`src/pkg/sspt_pkg.sv`:
```
/*
  Shared constants and types for the sync-output generator and the per-lane
  pseudo-random sequence test. Assumes one 40 MHz clock and a byte-wide
  register port addressed by the printed register offsets.
*/
package sspt_pkg;
  // ==========================================================================
  // Register offsets
  localparam logic [11:0] ADDR_SYNC_MASKS = 12'h311;
  localparam logic [11:0] ADDR_SYNC_DURS = 12'h312;
  localparam logic [11:0] ADDR_MF_PERIOD = 12'h313;
  localparam logic [11:0] ADDR_TEST_CLK_EN = 12'h315;
  localparam logic [11:0] ADDR_TEST_CTRL = 12'h316;
  localparam logic [11:0] ADDR_THR_LO = 12'h317;
  localparam logic [11:0] ADDR_THR_MID = 12'h318;
  localparam logic [11:0] ADDR_THR_HI = 12'h319;
  localparam logic [11:0] ADDR_CNT_LO = 12'h31a;
  localparam logic [11:0] ADDR_CNT_MID = 12'h31b;
  localparam logic [11:0] ADDR_CNT_HI = 12'h31c;
  localparam logic [11:0] ADDR_PASS = 12'h31d;

  // ==========================================================================
  // Field positions
  localparam int MASK_FRAME_BIT = 0;
  localparam int MASK_MFRAME_BIT = 2;
  localparam int ERR_DUR_LSB = 4;
  localparam int REQ_DUR_LSB = 0;
  localparam int CLEAR_BIT = 0;
  localparam int RUN_BIT = 1;
  localparam int SEQ_SEL_LSB = 2;
  localparam int LANE_SEL_LSB = 4;

  // Writable bit masks (reserved bits read back as zero)
  localparam logic [7:0] SYNC_MASKS_WMASK = 8'h07;
  localparam logic [7:0] TEST_CTRL_WMASK = 8'h7f;

  // ==========================================================================
  // Reset values
  localparam logic [7:0] RST_BYTE = 8'h00;
  localparam logic [23:0] RST_THR = 24'h000000;
  localparam logic RST_PASS = 1'b1;

  // ==========================================================================
  // Geometry and timing
  localparam int LANES = 8;
  // Octets per frame of the link; plain default, set to match the link setup
  localparam int FRAME_OCTETS = 1;
  localparam int FRAMES_PER_REQ = 5;
  localparam int REQ_EXTRA_OCTETS = 9;
  // Parallel clock is mclk divided by two: half a parallel cycle is one mclk
  localparam int MCLK_PER_PCLK = 2;
  localparam int OCTETS_PER_PCLK = 4;
  localparam int PRBS_FILL = 31;

  // ==========================================================================
  // Sequence select codes
  localparam logic [1:0] SEQ_PRBS7 = 2'h0;
  localparam logic [1:0] SEQ_PRBS15 = 2'h1;
  localparam logic [1:0] SEQ_PRBS31 = 2'h2;
  localparam logic [1:0] SEQ_UNUSED = 2'h3;

  // Test state machine, one-hot
  typedef enum logic [1:0] {
    TST_IDLE = 2'b01,
    TST_RUN = 2'b10
  } sspt_tst_t;

  // Loss events from lane-deskew unit zero, carried together
  typedef struct packed {
    logic frame_loss;
    logic mframe_loss;
  } sspt_loss_t;
endpackage

```
`src/hw/sspt_lane_chk.sv`:
```
/*
  One lane of the pseudo-random sequence checker: a self-synchronising
  checker with a saturating 24-bit error count and a sticky pass flag.
  Assumes one received bit per mclk cycle from logic on the same clock.
*/
`timescale 1ns/1ps
`default_nettype none
module sspt_lane_chk (
  input wire logic mclk,
  input wire logic sys_rst,
  input wire logic clear,
  input wire logic active,
  input wire logic [1:0] seq_sel,
  input wire logic rx_bit,
  input wire logic [23:0] thr,
  output logic [23:0] err_cnt,
  output logic pass
);
  // ==========================================================================
  // State
  typedef struct packed {
    logic [30:0] hist;  // Last received bits, newest in bit 0
    logic [4:0] fill;   // Bits seen since start, saturates at full history
    logic [23:0] cnt;   // Error count
    logic pass;         // Cleared once the threshold is reached
  } sspt_chk_st_t;

  sspt_chk_st_t st_r;
  sspt_chk_st_t st_nxt;
  logic pred;
  logic [23:0] cnt_inc;

  // ==========================================================================
  // Next state: predict the bit from history, count misses
  always_comb begin
    st_nxt = st_r;
    pred = 1'b0;
    cnt_inc = st_r.cnt;
    unique case (seq_sel)
      sspt_pkg::SEQ_PRBS7: pred = st_r.hist[6] ^ st_r.hist[5];
      sspt_pkg::SEQ_PRBS15: pred = st_r.hist[14] ^ st_r.hist[13];
      sspt_pkg::SEQ_PRBS31: pred = st_r.hist[30] ^ st_r.hist[27];
      sspt_pkg::SEQ_UNUSED: pred = rx_bit;  // Unused code checks nothing
    endcase
    if (clear) begin
      // Clear returns the lane to a fresh start
      st_nxt.hist = '0;
      st_nxt.fill = '0;
      st_nxt.cnt = sspt_pkg::RST_THR;
      st_nxt.pass = sspt_pkg::RST_PASS;
    end else if (active) begin
      st_nxt.hist = {st_r.hist[29:0], rx_bit};
      if (st_r.fill != 5'(sspt_pkg::PRBS_FILL)) begin
        // Misses before the history is full are seeding, not errors
        st_nxt.fill = st_r.fill + 5'h01;
      end else if (pred != rx_bit) begin
        // Saturate rather than wrap so a long run never looks clean
        if (st_r.cnt != 24'hffffff) begin
          cnt_inc = st_r.cnt + 24'h000001;
        end
        st_nxt.cnt = cnt_inc;
        if (cnt_inc >= thr) begin
          st_nxt.pass = 1'b0;
        end
      end
    end
  end

  // ==========================================================================
  // Registers
  always_ff @(posedge mclk) begin
    if (sys_rst) begin
      st_r <= '{hist: 31'h0, fill: 5'h0, cnt: 24'h0, pass: 1'b1};
    end else begin
      st_r <= st_nxt;
    end
  end

  assign err_cnt = st_r.cnt;
  assign pass = st_r.pass;
endmodule
`default_nettype wire

```
`src/hw/sspt_top.sv`:
```
/*
  Sync-output generator and lane pseudo-random sequence test control with
  their registers. Assumes loss events, sync requests, error reports,
  multiframe ticks and lane bits come from logic on mclk, and a byte-wide
  register port driven by the configuration interface on the same clock.
*/
// Overview of operation
// - Mask bit 2 blocks multiframe-loss sync low
// - Mask bit 0 blocks frame-loss sync low
// - Error pulse: half parallel cycle plus field
// - Request pulse: five frames, nine octets, plus
// - Report multiframe period in parallel cycles
// - Lane test clocks gated while enable clear
// - Lane select picks reported error count
// - Pattern field picks checked sequence; 11 unused
// - Run bit starts and stops the test
// - Clear bit resets test machine and counters
// - 24-bit threshold raises lane error flag
// - Selected lane count readable as three bytes
// - Per-lane pass bits, reset all ones
`timescale 1ns/1ps
`default_nettype none
module sspt_top (
  input wire logic mclk,
  input wire logic sys_rst,
  input wire logic [11:0] reg_addr,
  input wire logic [7:0] reg_wdata,
  input wire logic reg_wr,
  input wire logic reg_rd,
  output logic [7:0] reg_rdata,
  input wire sspt_pkg::sspt_loss_t loss_in,
  input wire logic sync_req,
  input wire logic err_report,
  input wire logic lmfc_tick,
  input wire logic [7:0] lane_bits,
  output logic sync_out_n,
  output logic [7:0] lane_test_clk_en
);
  // ==========================================================================
  // State
  typedef struct packed {
    logic [7:0] masks;      // Sync loss masks
    logic [7:0] durs;       // Pulse lengths
    logic [7:0] clk_en;     // Lane test clock enables
    logic [7:0] ctrl;       // Lane test control
    logic [23:0] thr;       // Error threshold
    sspt_pkg::sspt_tst_t tst;
    logic pclk_ph;          // Parallel clock phase divider
    logic [7:0] mf_cnt;     // Parallel cycles since last multiframe tick
    logic [7:0] mf_period;  // Last measured multiframe period
    logic [7:0] pulse;      // mclk cycles of sync low still owed
    logic sync_n;
    logic [7:0] rdata;
    logic [7:0] ungate;
  } sspt_st_t;

  sspt_st_t st_r;
  sspt_st_t st_nxt;
  logic [23:0] lane_cnt [sspt_pkg::LANES];
  logic [7:0] lane_pass;
  logic test_clear;
  logic pclk_en;
  logic [7:0] req_len;
  logic [7:0] err_len;
  logic loss_low;
  logic [23:0] sel_cnt;

  // ==========================================================================
  // Pulse length in mclk cycles from a length in octets, rounded up
  function automatic logic [7:0] octets_to_mclk(input logic [7:0] octets);
    logic [8:0] sum;
    sum = {1'b0, octets} + 9'h001;
    return sum[8:1];
  endfunction

  // Field value to added octets, one parallel cycle per step
  function automatic logic [7:0] steps_to_octets(input logic [3:0] steps);
    return 8'(steps) * 8'(sspt_pkg::OCTETS_PER_PCLK);
  endfunction

  assign test_clear = st_r.ctrl[sspt_pkg::CLEAR_BIT];
  assign pclk_en = st_r.pclk_ph;
  assign sel_cnt = lane_cnt[st_r.ctrl[sspt_pkg::LANE_SEL_LSB +: 3]];

  // ==========================================================================
  // Lane checkers; gating of a lane is modelled as its enable
  for (genvar i = 0; i < sspt_pkg::LANES; i++) begin : g_lane
    sspt_lane_chk u_chk (
      .mclk(mclk),
      .sys_rst(sys_rst),
      .clear(test_clear),
      .active(st_r.ungate[i] && (st_r.tst == sspt_pkg::TST_RUN)),
      .seq_sel(st_r.ctrl[sspt_pkg::SEQ_SEL_LSB +: 2]),
      .rx_bit(lane_bits[i]),
      .thr(st_r.thr),
      .err_cnt(lane_cnt[i]),
      .pass(lane_pass[i])
    );
  end

  // ==========================================================================
  // Next state
  always_comb begin
    st_nxt = st_r;
    // Error pulse is one mclk (half parallel cycle) plus two per step
    err_len = 8'h01 + 8'(sspt_pkg::MCLK_PER_PCLK) * 8'(st_r.durs[sspt_pkg::ERR_DUR_LSB +: 4]);
    req_len = octets_to_mclk(8'(sspt_pkg::FRAMES_PER_REQ * sspt_pkg::FRAME_OCTETS)
      + 8'(sspt_pkg::REQ_EXTRA_OCTETS)
      + steps_to_octets(st_r.durs[sspt_pkg::REQ_DUR_LSB +: 4]));
    loss_low = (loss_in.frame_loss && !st_r.masks[sspt_pkg::MASK_FRAME_BIT])
      || (loss_in.mframe_loss && !st_r.masks[sspt_pkg::MASK_MFRAME_BIT]);

    // Parallel clock enable, every second mclk
    st_nxt.pclk_ph = !st_r.pclk_ph;

    // Multiframe period in parallel cycles, saturating so a slow tick shows max
    if (lmfc_tick) begin
      st_nxt.mf_period = st_r.mf_cnt;
      st_nxt.mf_cnt = '0;
    end else if (pclk_en && st_r.mf_cnt != 8'hff) begin
      st_nxt.mf_cnt = st_r.mf_cnt + 8'h01;
    end

    // Sync low pulses: a new pulse only lengthens, never cuts, one in flight
    if (st_r.pulse != 8'h00) begin
      st_nxt.pulse = st_r.pulse - 8'h01;
    end
    if (sync_req && req_len > st_nxt.pulse) begin
      st_nxt.pulse = req_len;
    end
    if (err_report && err_len > st_nxt.pulse) begin
      st_nxt.pulse = err_len;
    end
    // Unmasked loss holds the output low for as long as it lasts
    st_nxt.sync_n = (st_nxt.pulse == 8'h00) && !loss_low;

    // Test state machine; clear wins over run
    unique case (st_r.tst)
      sspt_pkg::TST_IDLE: begin
        if (st_r.ctrl[sspt_pkg::RUN_BIT] && !test_clear) begin
          st_nxt.tst = sspt_pkg::TST_RUN;
        end
      end
      sspt_pkg::TST_RUN: begin
        if (!st_r.ctrl[sspt_pkg::RUN_BIT] || test_clear) begin
          st_nxt.tst = sspt_pkg::TST_IDLE;
        end
      end
      default: st_nxt.tst = sspt_pkg::TST_IDLE;
    endcase

    // Lane clocks follow their enable bits one to one
    st_nxt.ungate = st_r.clk_en;

    // Register writes
    if (reg_wr) begin
      unique case (reg_addr)
        sspt_pkg::ADDR_SYNC_MASKS: st_nxt.masks = reg_wdata & sspt_pkg::SYNC_MASKS_WMASK;
        sspt_pkg::ADDR_SYNC_DURS: st_nxt.durs = reg_wdata;
        sspt_pkg::ADDR_TEST_CLK_EN: st_nxt.clk_en = reg_wdata;
        sspt_pkg::ADDR_TEST_CTRL: st_nxt.ctrl = reg_wdata & sspt_pkg::TEST_CTRL_WMASK;
        sspt_pkg::ADDR_THR_LO: st_nxt.thr[7:0] = reg_wdata;
        sspt_pkg::ADDR_THR_MID: st_nxt.thr[15:8] = reg_wdata;
        sspt_pkg::ADDR_THR_HI: st_nxt.thr[23:16] = reg_wdata;
        default: ;  // Read-only and unmapped addresses ignore writes
      endcase
    end

    // Register reads, answered the next cycle; unmapped reads zero
    if (reg_rd) begin
      unique case (reg_addr)
        sspt_pkg::ADDR_SYNC_MASKS: st_nxt.rdata = st_r.masks;
        sspt_pkg::ADDR_SYNC_DURS: st_nxt.rdata = st_r.durs;
        sspt_pkg::ADDR_MF_PERIOD: st_nxt.rdata = st_r.mf_period;
        sspt_pkg::ADDR_TEST_CLK_EN: st_nxt.rdata = st_r.clk_en;
        sspt_pkg::ADDR_TEST_CTRL: st_nxt.rdata = st_r.ctrl;
        sspt_pkg::ADDR_THR_LO: st_nxt.rdata = st_r.thr[7:0];
        sspt_pkg::ADDR_THR_MID: st_nxt.rdata = st_r.thr[15:8];
        sspt_pkg::ADDR_THR_HI: st_nxt.rdata = st_r.thr[23:16];
        sspt_pkg::ADDR_CNT_LO: st_nxt.rdata = sel_cnt[7:0];
        sspt_pkg::ADDR_CNT_MID: st_nxt.rdata = sel_cnt[15:8];
        sspt_pkg::ADDR_CNT_HI: st_nxt.rdata = sel_cnt[23:16];
        sspt_pkg::ADDR_PASS: st_nxt.rdata = lane_pass;
        default: st_nxt.rdata = sspt_pkg::RST_BYTE;
      endcase
    end
  end

  // ==========================================================================
  // Registers
  always_ff @(posedge mclk) begin
    if (sys_rst) begin
      st_r.masks <= sspt_pkg::RST_BYTE;
      st_r.durs <= sspt_pkg::RST_BYTE;
      st_r.clk_en <= sspt_pkg::RST_BYTE;
      st_r.ctrl <= sspt_pkg::RST_BYTE;
      st_r.thr <= sspt_pkg::RST_THR;
      st_r.tst <= sspt_pkg::TST_IDLE;
      st_r.pclk_ph <= 1'b0;
      st_r.mf_cnt <= sspt_pkg::RST_BYTE;
      st_r.mf_period <= sspt_pkg::RST_BYTE;
      st_r.pulse <= sspt_pkg::RST_BYTE;
      st_r.sync_n <= 1'b1;
      st_r.rdata <= sspt_pkg::RST_BYTE;
      st_r.ungate <= sspt_pkg::RST_BYTE;
    end else begin
      st_r <= st_nxt;
    end
  end

  assign reg_rdata = st_r.rdata;
  assign sync_out_n = st_r.sync_n;
  assign lane_test_clk_en = st_r.ungate;
endmodule
`default_nettype wire

```
`config.mk`:
```
export PLATFORM = sky130hd
export DESIGN_NAME = sspt_top
export DESIGN_NICKNAME = d
export VERILOG_FILES = /design/src/pkg/sspt_pkg.sv /design/src/hw/sspt_lane_chk.sv /design/src/hw/sspt_top.sv
export SDC_FILE = /design/constraint.sdc
export NUM_CORES = 2
export LEC_CHECK = 0
export ABC_CLOCK_PERIOD_IN_PS = 7500
export BUFFER_PORTS_ARGS = -buffer_cell sky130_fd_sc_hd__buf_2
export CORE_ASPECT_RATIO = 0.6
export CORE_MARGIN = 3
export CORE_UTILIZATION = 46
export CTS_CLUSTER_DIAMETER = 30
export CTS_CLUSTER_SIZE = 28
export DETAILED_ROUTE_END_ITERATION = 12
export GPL_TIMING_DRIVEN = 0
export PLACE_DENSITY = 0.71
export SYNTH_ARGS = -nofsm -noshare
export SYNTH_HDL_FRONTEND = slang
export SYNTH_HIERARCHICAL = 1
export SYNTH_SLANG_ARGS = --single-unit
```
`constraint.sdc`:
```
create_clock -name mclk -period 7.5 [get_ports mclk]
set_input_delay 0.75 -clock mclk [delete_from_list [all_inputs] [get_ports mclk]]
set_output_delay 0.75 -clock mclk [all_outputs]
set_load 0.01 [all_outputs]
```
==> results.md <==
- Vias post-DR: around 33,000
- RSZ-0062 raised after global routing: false
- Syn avg cell area: 8.67 sq um
- Largest family of logic cells by synthesized area: simple AND/OR/NAND/NOR gates
- Worst Path Arrival: between 5000 and 6000 ps
- Filler instances: 7,291
- Num Clock Sinks: a little under 600
- CTS tree: yes
- Crit-path slowest cell: dfxtp_1
- Critical path data required time: 8080 ps
- Simple-Gate Fraction of Synth Area: 0.204
- Worst VDD drop: between 0.15 and 0.2 mV
- DIE HEIGHT: approximately 230 um
- Synth Instances: about 4,300
- Fin. max-slew vios: 0
- Startpoint types: register
- Resized Gates After CTS: 0
- Clock buffer count from CTS: 100
- Post-synthesis sequential area ratio: 0.316
- Post-CTS setup buffers: 0
- FF+latch count, synth: ~580
- Final worst slack: 2470 ps
- R2r setup slk: 2470 ps
- Total wire length: roughly 120 mm
- Core area: roughly 80,000 sq um
- Chip Width: ~370 um
- Crit path cell chain: inv_1, ha_1, nor4b_1, and2_1, clkbuf_1, a21o_1, ha_1, nor2b_1, o211ai_1, a21boi_0, o211a_1, buf_6, and2_4, buf_6, a21oi_1, ha_1, nor2b_1, o21ai_0, a21oi_1, o2111ai_1, a21oi_1, a21o_1, mux2_4
- Hold Crit Class: in -> reg
- First-pass GRT wire length: about 180 mm
- Vias/cell: 5.94
- Detailed-route DRC error count: 0
- Slew at the pin with the worst max-slew slack: 1490 ps
- Number of synthesized flops with an enable pin: 0
- Final non-filler cell total: 5,543
- Htree depth: 3
- Peak Freq: 0.199 GHz
- Final Hold Fails: 0
- Syn nets: 4,516
- Clk root buf: clkbuf_16
- Pre-CTS WS: between 2000 and 3000 ps
- Clk pin slew, worst setup/hold paths: ~50 ps
- Mux cell area share after synthesis: 0.119
- Comb pwr share: 0.075
- Final period util: 0.670
- Total Neg Setup Slack: 0 ps
- Hpwl dp: slightly below 90 mm
- CP max FO: 10
- Sw Share: 0.262
- Crit path largest cell delay: ~340 ps
- Worst skew pair latency: ~700 ps
- Clock power frac: 0.557
- Initial antenna violation count: 8
- Pwr dens: 203 nW/um^2
- Xor and xnor area share after synthesis: 0.0678
- Design Power: around 8.5 mW
- Compound-Gate Fraction of Synth Area: 0.124
- Starting Density: 0.470
- Maximum root-to-sink buffer count: 3
- Final Core Density: 0.535
- Setup violations, final: 0
- Layout cells sized above 1: 0.129
- CP Capture Type: register
- Sequential share of power: 0.368
- Outcome: finished clean
- I/O Pins: 54
- Hold_buf cts: 0
- Gp weighted congestion: around 1.0
- P_sw: 2.23 mW
- Adder-cell area share of the yosys netlist: 0.0774
- Leakage power: 15.9 nW
- WS Path Type: reg -> reg
- Cell Int Power: roughly 6.3 mW
- TritonRoute pass-1 iters: 8
- Max Cap Viol: 0
- Antenna-violating nets left: 0
- Synth warn: 6
- Max-slew headroom: 0.00378
- Crit path buffers/inverters: 4
- Vias in the first global route: 29,739
- Top delay family on crit path: compound AO/OA/AOI/OAI gates
- Row cnt: 79
- Asr flop ratio synth: 0
- Most used flip-flop cell after synthesis: dfxtp_1
- Synth cell types: 73
- WL/cell: ~22 um
- Global-route usage over all layers: 0.281
- Initial DRC Count: about 4,400
- Clock skew: approximately 27 ps
- Layout net count: ~4,700
- Synthesized cell area: ~37,000 sq um
- Post-layout min period: 5030 ps
- Die area: around 84,000 sq um
- Area grow syn2layout: 13.9%
- Port buffer count: about 50
- Pin count of the biggest net entering global routing: 50
- Total grt overflow: 0
- DP Cell Count: between 5,000 and 6,000
==> final cells by class <==
class / instances / area [sq um] / area share
sequential: 582 / 11700 / 0.278
clock inverter: 70 / 825 / 0.0196
timing repair buffer: 52 / 305 / 0.00727
inverter: 215 / 807 / 0.0192
tap: 1053 / 1320 / 0.0314
buffer: 444 / 2610 / 0.0621
multi-input combinational: 3010 / 21800 / 0.519
antenna: 1 / 2.50 / 0.0000596
clock buffer: 116 / 2670 / 0.0635
==> tightest hold or removal path: stages <==
cell and delay [ps]:
buf_2 130, mux2i_1 80, nor2_1 70
==> cell usage in the layout, fill, tap and decap left out, types with 50 or more instances in the layout <==
| master | count |
|---|---|
| a21oi_1 | 262 |
| and3_1 | 51 |
| and4_1 | 50 |
| buf_2 | 67 |
| buf_4 | 209 |
| clkbuf_1 | 189 |
| clkbuf_16 | 103 |
| dfxtp_1 | 579 |
| ha_1 | 228 |
| inv_1 | 214 |
| mux2i_1 | 311 |
| mux4_2 | 53 |
| nand2_1 | 233 |
| nand3_1 | 98 |
| nand4_1 | 129 |
| nor2_1 | 508 |
| nor3_1 | 52 |
| o21ai_0 | 141 |
| o31ai_1 | 96 |
| or3_1 | 102 |
| or4_1 | 82 |
| xnor2_1 | 110 |
| xor2_1 | 112 |
==> flip-flops by register name, indices dropped and copies added, names as in the netlist <==
name,count
g_lane.u_chk/st_r,288
g_lane.u_chk/err_cnt,192
st_r,68
g_lane.u_chk/pass,8
lane_test_clk_en,8
reg_rdata,8
st_nxt,8
pclk_en,1
sync_out_n,1
==> synthesized netlist by cell type, types with 9 or more instances <==
master,n,area (sq um)
nor4_1,20,125
a21o_1,27,203
mux2i_1,311,3110
buf_1,19,71.3
o311a_1,16,160
xnor3_1,24,541
buf_2,18,90.1
nand4_1,129,807
and3_1,51,319
o211ai_1,19,143
clkbuf_1,180,676
o31ai_1,96,721
nand2b_1,15,93.8
mux4_2,53,1190
a31oi_1,12,75.1
dfxtp_1,582,11700
nor2b_1,39,244
o41ai_1,16,140
a211o_1,16,140
ha_1,228,2850
a41o_1,9,90.1
and4_1,50,438
inv_1,214,803
buf_6,18,203
xnor2_1,110,963
or3_1,102,638
nand2_1,233,875
xor2_1,112,981
o21ai_1,9,45.0
or2_2,9,56.3
o21ai_0,141,706
o311ai_0,18,158
and2_1,11,68.8
nand3_1,98,490
buf_4,209,1570
a21oi_1,262,1310
nor3b_1,16,120
o2111ai_1,25,219
or4_1,82,616
nor2_1,508,1910
nor3_1,52,260
==> power by group through the flow <==
stage / sequential [mW] / clock (mW) / combinational (mW)
3_5_place_dp: 3.20 / 0 / 0.614
2_1_floorplan: 3.20 / 0 / 0.457
6_report: 3.14 / 4.75 / 0.635
4_1_cts: 3.14 / 4.81 / 0.624
3_3_place_gp: 3.20 / 0 / 0.608
5_1_grt: 3.14 / 4.96 / 0.703
==> cell families (layout without fill, tap and decap cells) <==
kind of cell,count (synthesis),in the layout
and+or+nand+nor,1453,1453
AOI/OAI and AO/OA,711,711
buffers and inverters,659,897
DFF,582,582
muxes,371,371
xor gates and xnor gates,247,247
adders and majority gates,228,228
other,0,1
==> metrics by stage <==
| stage | hold slack [ps] | instance area, sq um |
|---|---|---|
| floorplan | 393 | 36900 |
| global placement | 418 | 38400 |
| detailed placement | 420 | 38500 |
| CTS | 339 | 42000 |
| global route | 377 | 42000 |
| finish | 368 | 42000 |
==> path summary, 6_finish.rpt <==
kind,start,cells past startpoint,endpoint
worst max register to register,st_r[17]$_SDFF_PP0_,23,st_r[21]$_SDFF_PP0_
worst max-delay path,st_r[17]$_SDFF_PP0_,23,st_r[21]$_SDFF_PP0_
worst min register to register,pclk_en$_SDFF_PP0_,1,pclk_en$_SDFF_PP0_
worst min-delay path,lane_bits[6],3,g_lane[6].u_chk/st_r[30]$_SDFFE_PP0P_
==> metal layers <==
layer / global-route usage / wire (um) / vias to the layer above
li1: - / - / 15465
met5: 0 / 57 / -
met3: 0.101 / 16500 / 225
met1: 0.429 / 56100 / 15574
met2: 0.361 / 44300 / 1676
met4: 0.0798 / 3340 / 8
Power figures use the tool's default switching activity.
